**src/hw/fssc_pkg.sv**
```systemverilog
// fssc_pkg: constants and types for the fieldbus slave state control block
// assumes: single clock domain, shared by the top module and its checker
package fssc_pkg;

  // ==========================================================================
  // slave states (one-hot)
  typedef enum logic [4:0] {
    FSSC_ST_INIT   = 5'h01,
    FSSC_ST_PREOP  = 5'h02,
    FSSC_ST_SAFE_OPERATIONAL_STATE = 5'h04,
    FSSC_ST_OP     = 5'h08,
    FSSC_ST_BOOT   = 5'h10
  } fssc_state_type;

  // ==========================================================================
  // request codes from the master
  localparam logic [2:0] FSSC_REQ_INIT   = 3'h1;
  localparam logic [2:0] FSSC_REQ_PREOP  = 3'h2;
  localparam logic [2:0] FSSC_REQ_BOOT   = 3'h3;
  localparam logic [2:0] FSSC_REQ_SAFE_OPERATIONAL_STATE = 3'h4;
  localparam logic [2:0] FSSC_REQ_OP     = 3'h5;

  // ==========================================================================
  // mailbox protocol codes
  localparam logic [1:0] FSSC_MBX_SDO = 2'h0;
  localparam logic [1:0] FSSC_MBX_FILE = 2'h1;

  // ==========================================================================
  // error codes and fixed figures
  localparam logic [5:0] FSSC_ERR_NONE   = 6'h00;
  localparam logic [5:0] FSSC_ERR_SYNC   = 6'h1C;
  localparam logic [5:0] FSSC_ERR_CONFIG = 6'h1D;
  localparam logic [5:0] FSSC_ERR_TRANS  = 6'h3F;
  localparam int         FSSC_LAYOUTS    = 8;
  localparam int         FSSC_POS_BITS   = 20;
  localparam logic [1:0] FSSC_MISS_LIMIT = 2'h2;
  localparam int         FSSC_DATA_W     = 32;

endpackage : fssc_pkg

```
**src/hw/fssc_if.sv**
```systemverilog
// fssc_if: process data path signals between state control and output stage
// assumes: out_en, out_valid, out_data driven by fssc_top for fssc_outstage; drive_data driven back by fssc_outstage
`timescale 1ns/100ps
interface fssc_if;
  import fssc_pkg::*;
  logic                      out_en;
  logic                      out_valid;
  logic [FSSC_DATA_W-1:0]    out_data;
  logic [FSSC_DATA_W-1:0]    drive_data;
  modport ctrl  (output out_en, output out_valid, output out_data, input drive_data);
  modport stage (input out_en, input out_valid, input out_data, output drive_data);
endinterface : fssc_if

```
**src/hw/fssc_outstage.sv**
```systemverilog
// fssc_outstage: holds drive outputs safe unless enabled, latches master data
// assumes: out_en already combines state and watchdog decision
`timescale 1ns/100ps
module fssc_outstage
  import fssc_pkg::*;
(
  input  wire logic i_sys_clk,
  input  wire logic i_rstn,
  fssc_if.stage     bus
);
  typedef struct packed {
    logic [FSSC_DATA_W-1:0] out;
  } fssc_os_type;

  fssc_os_type st_q;
  fssc_os_type st_d;

  // ==========================================================================
  // output latch
  always_comb begin
    st_d = st_q;
    if (!bus.out_en) begin
      st_d.out = '0;                    // safe value
    end else if (bus.out_valid) begin
      st_d.out = bus.out_data;
    end
  end

  always_ff @(posedge i_sys_clk or negedge i_rstn) begin
    if (!i_rstn) begin
      st_q <= '0;
    end else begin
      st_q <= st_d;
    end
  end

  assign bus.drive_data = st_q.out;
endmodule // fssc_outstage

```
**src/hw/fssc_top.sv**
```systemverilog
// fssc_top: communication state control of the drive's fieldbus slave
// assumes: master requests and configuration checks arrive synchronous to i_sys_clk
`timescale 1ns/100ps
module fssc_top
  import fssc_pkg::*;
(
  input  wire logic                       i_sys_clk,
  input  wire logic                       i_rstn,
  input  wire logic                       i_req_valid,
  input  wire logic [2:0]                 i_req_state,
  input  wire logic                       i_mbx_cfg_ok,
  input  wire logic                       i_pd_cfg_ok,
  input  wire logic                       i_dc_used,
  input  wire logic                       i_dc_cfg_ok,
  input  wire logic                       i_sync_done,
  input  wire logic                       i_frame_tick,
  input  wire logic                       i_frame_seen,
  input  wire logic                       i_jitter_err,
  input  wire logic                       i_wdog_disable,
  input  wire logic [2:0]                 i_layout_sel,
  input  wire logic                       i_mbx_valid,
  input  wire logic [1:0]                 i_mbx_proto,
  input  wire logic                       i_pd_valid,
  input  wire logic [FSSC_DATA_W-1:0]     i_pd_out_data,
  input  wire logic [FSSC_DATA_W-1:0]     i_in_data,
  input  wire logic [FSSC_POS_BITS-1:0]   i_resolver_pos,
  input  wire logic                       i_fatal_err,
  input  wire logic                       i_nonfatal_err,
  output logic [4:0]                      o_state,
  output logic                            o_ack,
  output logic                            o_err,
  output logic [5:0]                      o_err_code,
  output logic                            o_mbx_accept,
  output logic                            o_pd_accept,
  output logic                            o_in_wr,
  output logic [FSSC_DATA_W-1:0]          o_in_buf_data,
  output logic [FSSC_POS_BITS-1:0]        o_position,
  output logic [2:0]                      o_layout,
  output logic [FSSC_DATA_W-1:0]          o_drive_out,
  output logic                            o_fatal_latched,
  output logic                            o_nonfatal_latched
);
  import fssc_pkg::*;

  typedef struct packed {
    fssc_state_type           state;
    logic                     ack;
    logic                     err;
    logic [5:0]               err_code;
    logic [1:0]               miss_cnt;
    logic                     in_wr;
    logic [FSSC_DATA_W-1:0]   in_buf;
    logic [FSSC_POS_BITS-1:0] pos;
    logic [2:0]               layout;
    logic                     fatal;
    logic                     nonfatal;
  } fssc_top_type;

  fssc_top_type st_q;
  fssc_top_type st_d;
  fssc_if       pd_if ();

  logic in_init;
  logic in_pre;
  logic in_safe;
  logic in_op;
  logic in_boot;
  logic pd_ok;
  logic dc_ok;
  logic sync_fail;

  assign in_init = (st_q.state == FSSC_ST_INIT);
  assign in_pre  = (st_q.state == FSSC_ST_PREOP);
  assign in_safe = (st_q.state == FSSC_ST_SAFE_OPERATIONAL_STATE);
  assign in_op   = (st_q.state == FSSC_ST_OP);
  assign in_boot = (st_q.state == FSSC_ST_BOOT);
  assign dc_ok   = !i_dc_used || i_dc_cfg_ok;
  assign pd_ok   = i_pd_cfg_ok && dc_ok;

  // two missing master data telegrams in a row or jitter
  assign sync_fail = in_op && (i_jitter_err ||
                     (i_frame_tick && !i_frame_seen && (st_q.miss_cnt == FSSC_MISS_LIMIT - 2'h1)));

  // ==========================================================================
  // state machine
  always_comb begin
    st_d          = st_q;
    st_d.ack      = 1'b0;
    st_d.in_wr    = 1'b0;
    st_d.pos      = i_resolver_pos;    // fixed 20-bit per revolution
    if (i_fatal_err) begin
      st_d.fatal = 1'b1;
    end
    if (i_nonfatal_err) begin
      st_d.nonfatal = 1'b1;
    end
    if (in_op && i_frame_tick) begin
      st_d.miss_cnt = i_frame_seen ? 2'h0 : st_q.miss_cnt + 2'h1;
    end
    if (!in_op) begin
      st_d.miss_cnt = 2'h0;
    end
    if (in_safe || in_op) begin
      st_d.in_buf = i_in_data;         // inputs refreshed each cycle
      st_d.in_wr  = 1'b1;
    end
    if (sync_fail) begin
      st_d.state    = FSSC_ST_SAFE_OPERATIONAL_STATE;
      st_d.err      = 1'b1;
      st_d.err_code = FSSC_ERR_SYNC;
      st_d.miss_cnt = 2'h0;
    end else if (i_req_valid) begin
      case (st_q.state)
        FSSC_ST_INIT: begin
          if (i_req_state == FSSC_REQ_PREOP) begin
            if (i_mbx_cfg_ok) begin
              st_d.state    = FSSC_ST_PREOP;
              st_d.ack      = 1'b1;
              st_d.nonfatal = i_nonfatal_err; // soft reset keeps fatal
              st_d.err      = 1'b0;
              st_d.err_code = FSSC_ERR_NONE;
            end else begin
              st_d.err      = 1'b1;
              st_d.err_code = FSSC_ERR_CONFIG;
            end
          end else if (i_req_state == FSSC_REQ_BOOT) begin
            st_d.state = FSSC_ST_BOOT;
            st_d.ack   = 1'b1;
          end else if (i_req_state == FSSC_REQ_INIT) begin
            st_d.ack = 1'b1;
          end else begin
            st_d.err      = 1'b1;
            st_d.err_code = FSSC_ERR_TRANS;
          end
        end
        FSSC_ST_PREOP: begin
          if (i_req_state == FSSC_REQ_SAFE_OPERATIONAL_STATE) begin
            if (pd_ok) begin
              st_d.state  = FSSC_ST_SAFE_OPERATIONAL_STATE;
              st_d.in_buf = i_in_data; // inputs written in the same cycle as ack
              st_d.in_wr  = 1'b1;
              st_d.layout = i_layout_sel; // one of eight layouts
              st_d.ack    = 1'b1;
            end else begin
              st_d.err      = 1'b1;
              st_d.err_code = FSSC_ERR_CONFIG;
            end
          end else if (i_req_state == FSSC_REQ_INIT) begin
            st_d.state = FSSC_ST_INIT;
            st_d.ack   = 1'b1;
          end else if (i_req_state != FSSC_REQ_PREOP) begin
            st_d.err      = 1'b1;
            st_d.err_code = FSSC_ERR_TRANS;
          end
        end
        FSSC_ST_SAFE_OPERATIONAL_STATE: begin
          if (i_req_state == FSSC_REQ_OP) begin
            if (i_sync_done) begin
              st_d.state = FSSC_ST_OP;
              st_d.ack   = 1'b1;
            end else begin
              st_d.err      = 1'b1;
              st_d.err_code = FSSC_ERR_SYNC;
            end
          end else if (i_req_state == FSSC_REQ_PREOP) begin
            st_d.state = FSSC_ST_PREOP;
            st_d.ack   = 1'b1;
          end else if (i_req_state == FSSC_REQ_INIT) begin
            st_d.state = FSSC_ST_INIT;
            st_d.ack   = 1'b1;
          end else if (i_req_state != FSSC_REQ_SAFE_OPERATIONAL_STATE) begin
            st_d.err      = 1'b1;
            st_d.err_code = FSSC_ERR_TRANS;
          end
        end
        FSSC_ST_OP: begin
          if (i_req_state == FSSC_REQ_SAFE_OPERATIONAL_STATE) begin
            st_d.state = FSSC_ST_SAFE_OPERATIONAL_STATE;
            st_d.ack   = 1'b1;
          end else if (i_req_state == FSSC_REQ_PREOP) begin
            st_d.state = FSSC_ST_PREOP;
            st_d.ack   = 1'b1;
          end else if (i_req_state == FSSC_REQ_INIT) begin
            st_d.state = FSSC_ST_INIT;
            st_d.ack   = 1'b1;
          end else if (i_req_state != FSSC_REQ_OP) begin
            st_d.err      = 1'b1;
            st_d.err_code = FSSC_ERR_TRANS;
          end
        end
        FSSC_ST_BOOT: begin
          if (i_req_state == FSSC_REQ_INIT) begin
            st_d.state = FSSC_ST_INIT;
            st_d.ack   = 1'b1;
          end else if (i_req_state != FSSC_REQ_BOOT) begin
            st_d.err      = 1'b1;
            st_d.err_code = FSSC_ERR_TRANS;
          end
        end
        default: begin
          st_d.state = FSSC_ST_INIT;
        end
      endcase
    end
  end

  always_ff @(posedge i_sys_clk or negedge i_rstn) begin
    if (!i_rstn) begin
      st_q       <= '0;
      st_q.state <= FSSC_ST_INIT;
    end else begin
      st_q <= st_d;
    end
  end

  // ==========================================================================
  // exchange gating
  // mailbox carries only service requests; no cyclic path to parameters
  assign o_mbx_accept = i_mbx_valid && (in_pre || in_safe || in_op ||
                        (in_boot && i_mbx_proto == FSSC_MBX_FILE));
  assign o_pd_accept  = i_pd_valid && (in_safe || in_op);

  // watchdog on unless software disables it
  assign pd_if.out_en    = in_op || (in_safe && i_wdog_disable);
  assign pd_if.out_valid = o_pd_accept;
  assign pd_if.out_data  = i_pd_out_data;

  fssc_outstage u_outstage (
    .i_sys_clk (i_sys_clk),
    .i_rstn    (i_rstn),
    .bus       (pd_if.stage)
  );

  assign o_state            = st_q.state;
  assign o_ack              = st_q.ack;
  assign o_err              = st_q.err;
  assign o_err_code         = st_q.err_code;
  assign o_in_wr            = st_q.in_wr;
  assign o_in_buf_data      = st_q.in_buf;
  assign o_position         = st_q.pos;
  assign o_layout           = st_q.layout;
  assign o_drive_out        = pd_if.drive_data;
  assign o_fatal_latched    = st_q.fatal;
  assign o_nonfatal_latched = st_q.nonfatal;
endmodule // fssc_top

```
**config.mk**
```make
export PLATFORM = sky130hd
export DESIGN_NAME = fssc_top
export DESIGN_NICKNAME = d
export VERILOG_FILES = /design/src/hw/fssc_pkg.sv /design/src/hw/fssc_if.sv /design/src/hw/fssc_outstage.sv /design/src/hw/fssc_top.sv
export SDC_FILE = /design/constraint.sdc
export NUM_CORES = 1
export LEC_CHECK = 0
export ABC_AREA = 1
export BUFFER_PORTS_ARGS = -buffer_cell sky130_fd_sc_hd__buf_2
export CAP_MARGIN = 30
export CORE_MARGIN = 4
export CORE_UTILIZATION = 43
export DETAILED_ROUTE_END_ITERATION = 12
export PLACE_DENSITY = 0.76
export SETUP_SLACK_MARGIN = 0.1
export SLEW_MARGIN = 10
export SYNTH_ARGS = -nofsm -noshare
export SYNTH_HDL_FRONTEND = slang
export SYNTH_SLANG_ARGS = --single-unit
```
**constraint.sdc**
```tcl
create_clock -name i_sys_clk -period 1.63 [get_ports i_sys_clk]
set_input_delay 0.2445 -clock i_sys_clk [delete_from_list [all_inputs] [get_ports i_sys_clk]]
set_output_delay 0.2445 -clock i_sys_clk [all_outputs]
set_load 0.02 [all_outputs]
```
==> results.sh <==
export IMPL_status="finished, violations left"
export IMPL_violations="negative setup slack"
export IMPL_synth_async_sr_flop_share_pct=100
export IMPL_clock_path_buffers=2
export IMPL_crit_arrival_ns=1.60
export IMPL_clock_latency_ns=0.34
export IMPL_grt_pass1_wl_um=22100
export IMPL_synth_edf_count=0
export IMPL_critPathRequiredTime_ns=1.39
export IMPL_crit_path_max_fanout=3
export IMPL_ir_worst_vdd_mv=1.09
export IMPL_cp_top_family="flip-flops"
export IMPL_antenna_found_initial=0
export IMPL_cap_violations=0
export IMPL_cts_tree="yes"
export IMPL_synth_largest_area_cell="dfrtp_1"
export IMPL_timing_final_crit_share_pct=113
export IMPL_rsz0062_at_grt="true"
export IMPL_synth_top_cell_area_share_pct=50.4
export IMPL_grt_pass1_vias=4379
export IMPL_synthTopCellsByCount="dfrtp_1 (100), buf_4 (66), nand2_1 (61)"
export IMPL_min_period_ns=1.85
export IMPL_syn2layout_area_growth_pct=51.1
export IMPL_die_w_um=115
export IMPL_die_area_um2=13300
export IMPL_detail_route_iter0_violations=192
export IMPL_clock_sinks=101
export IMPL_start_util_pct=44.8
export IMPL_wirelength_um=15400
export IMPL_grt_max_degree=54
export IMPL_instances_no_fill=855
export IMPL_cts_buffers=9
export IMPL_skew_ns=0.00830
export IMPL_core_um2=11100
export IMPL_io_pins=213
export IMPL_cp_start_kind="register"
export IMPL_seq_area_frac_synth_pct=50.9
export IMPL_setup_violations=78
export IMPL_ys_flop_type="dfrtp_1"
export IMPL_n_fill_cell=798
export IMPL_cts_clk_slew_worst_paths_ns=0.07
export IMPL_rows=38
export IMPL_hold_violations=0
export IMPL_slew_viol_final=0
export IMPL_power_w=0.00863
export IMPL_grt_use_total_pct=21.3
export IMPL_syn_nets=588
export IMPL_syn_cell_area_um2=4960
export IMPL_path_cells="inv_2, nand2_4, nor2_8, nor2_4, nand2_2, o21a_1, buf_6"
export IMPL_drive_above_1_share_pct=63.2
export IMPL_io_buffers=212
export IMPL_max_freq_ghz=0.542
export IMPL_gp_congestion=0.892
export IMPL_powerDensity_nw_per_um2=1150
export IMPL_critPathMaxStageDelay_ns=0.58
export IMPL_fin_area_um2=7500
export IMPL_fin_tns_setup_ns=-7.67
export IMPL_placed_cell_area_um2=5970
export IMPL_drc_errors=0
export IMPL_dr_pass1_iters=4
export IMPL_tightest_slew_ns=0.485
export IMPL_diodes=0
export IMPL_path_buf_inv=2
export IMPL_slew_headroom_pct=67.7
export IMPL_synth_area_leaders="dfrtp_1 (50%), buf_4 (10%), mux2_4 (8.8%)"
export IMPL_synth_most_common_cell="dfrtp_1"
export IMPL_hpwl_um=9710
export IMPL_synth_cells=479
export IMPL_synth_avg_cell_area_um2=10.4
export IMPL_dieHeight_um=115
export IMPL_ys_ff_latch=101
export IMPL_overflow=0
export IMPL_num_vias=4238
export IMPL_finalNetCount=822
export IMPL_synth_warning_count=0
export IMPL_end_kind="output pin"
export IMPL_synth_distinct_cells=37
export IMPL_slowest_stage="dfstp_2"
export IMPL_path_class="register to output pin"
export IMPL_via_per_inst=4.96
export IMPL_htreeDepth=3
export IMPL_final_setup_worst_slack_ns=-0.216
export IMPL_dpl_cell_count=792
export IMPL_wl_per_cell_um=18.0
export IMPL_clock_root_buffer="clkbuf_16"
export IMPL_final_antenna_net_count=0
export IMPL_min_path_type="input pin to register"
export IMPL_dp_slack_ns=-0.129
export IMPL_leakagePower_nw=3.74
## layout make-up
class / instances / area (um2) / share of cell area (%)
flip-flops and latches: 101 / 2530 / 33.8
multi-input cells: 249 / 2280 / 30.4
repair buffers: 297 / 2050 / 27.3
clock buffers: 9 / 225 / 3.00
inverters: 55 / 214 / 2.85
well taps: 140 / 175 / 2.33
clock inverters: 4 / 26.3 / 0.350
## power by group
group / internal (W) / switching, W / total, W
Combinational: 0.00160 / 0.00183 / 0.00343
Sequential: 0.00301 / 0.000296 / 0.00330
Clock: 0.00101 / 0.000885 / 0.00189
Total: 0.00561 / 0.00301 / 0.00863
## cell families (layout without fill, tap and decap cells)
group,Yosys count,after routing,share of synthesized area [%]
and+or+nand+nor,155,159,16.3
buffers and inverters,133,365,16.3
DFF,101,101,50.9
AOI/OAI and AO/OA,53,53,5.87
muxes,36,36,10.3
adders and majority gates,1,1,0.252
## per-stage QoR
| step | hold slack (ns) | utilization, % |
|---|---|---|
| floorplan | -0.0511 | - |
| global placement | 0.228 | 53.9 |
| detailed placement | 0.244 | 53.9 |
| CTS | 0.00000341 | 63.1 |
| global route | 0.000165 | 67.7 |
| finish | 0.0172 | 67.7 |
## state kept, by name, indices dropped and copies added, names as in the netlist
name / count
o_in_wr: 1
o_ack: 1
o_err_code: 3
o_in_buf_data: 32
o_position: 20
u_outstage.bus.drive_data: 32
o_fatal_latched: 1
o_state: 5
o_layout: 3
st_q: 2
o_nonfatal_latched: 1
## timing repair
action	4_1_cts	5_1_grt
gates resized for setup	127	70
gates cloned	7	3
hold endpoints to repair	37	6
hold buffers	4	6
setup endpoints to repair	79	80
pin swaps	26	21
setup buffers	22	11
## placed cells by master, fill, tap and decap left out, drive strengths merged, types with 2 or more instances in the layout
cell	netlist	layout
mux2	35	35
clkinv	0	3
buf	78	285
dlygate4sd3	0	10
nand3	57	57
clkbuf	0	11
o31ai	2	2
nor2	22	22
inv	55	55
a21oi	4	4
nor3	2	2
o22ai	3	3
dfrtp	100	100
nand2	66	70
o21ai	39	39
and3	2	2
o21a	3	3
nand4	3	3
## worst register-to-register path, delay by kind of cell (launching register included)
kind | cells | cell delay [ns]
buffers and inverters | 2 | 0.27
DFF | 1 | 0.58
and+or+nand+nor | 11 | 0.80
## per-layer routing
layer / global-route usage, % / vias up / wire length (um)
met5: 0 / - / 0
met2: 37.3 / 195 / 8030
li1: - / 1978 / -
met3: 5.95 / 28 / 1150
met1: 25.3 / 2037 / 5870
met4: 6.89 / 0 / 322
## final timing paths
check	startpoint	to	slack, ns	cells past startpoint
setup / recovery	o_state[0]	o_mbx_accept	-0.22	7
hold / removal	i_resolver_pos[14]	o_position[14]	0.02	1
setup reg to reg	o_state[0]	o_err_code[1]	-0.13	13
hold reg to reg	o_fatal_latched	o_fatal_latched	0.48	1
max in group asynchronous	i_rstn	o_position[17]	0.56	3
min in group asynchronous	i_rstn	u_outstage.bus.drive_data[4]	0.42	2
Note: power is estimated with default switching activity, not from simulation.
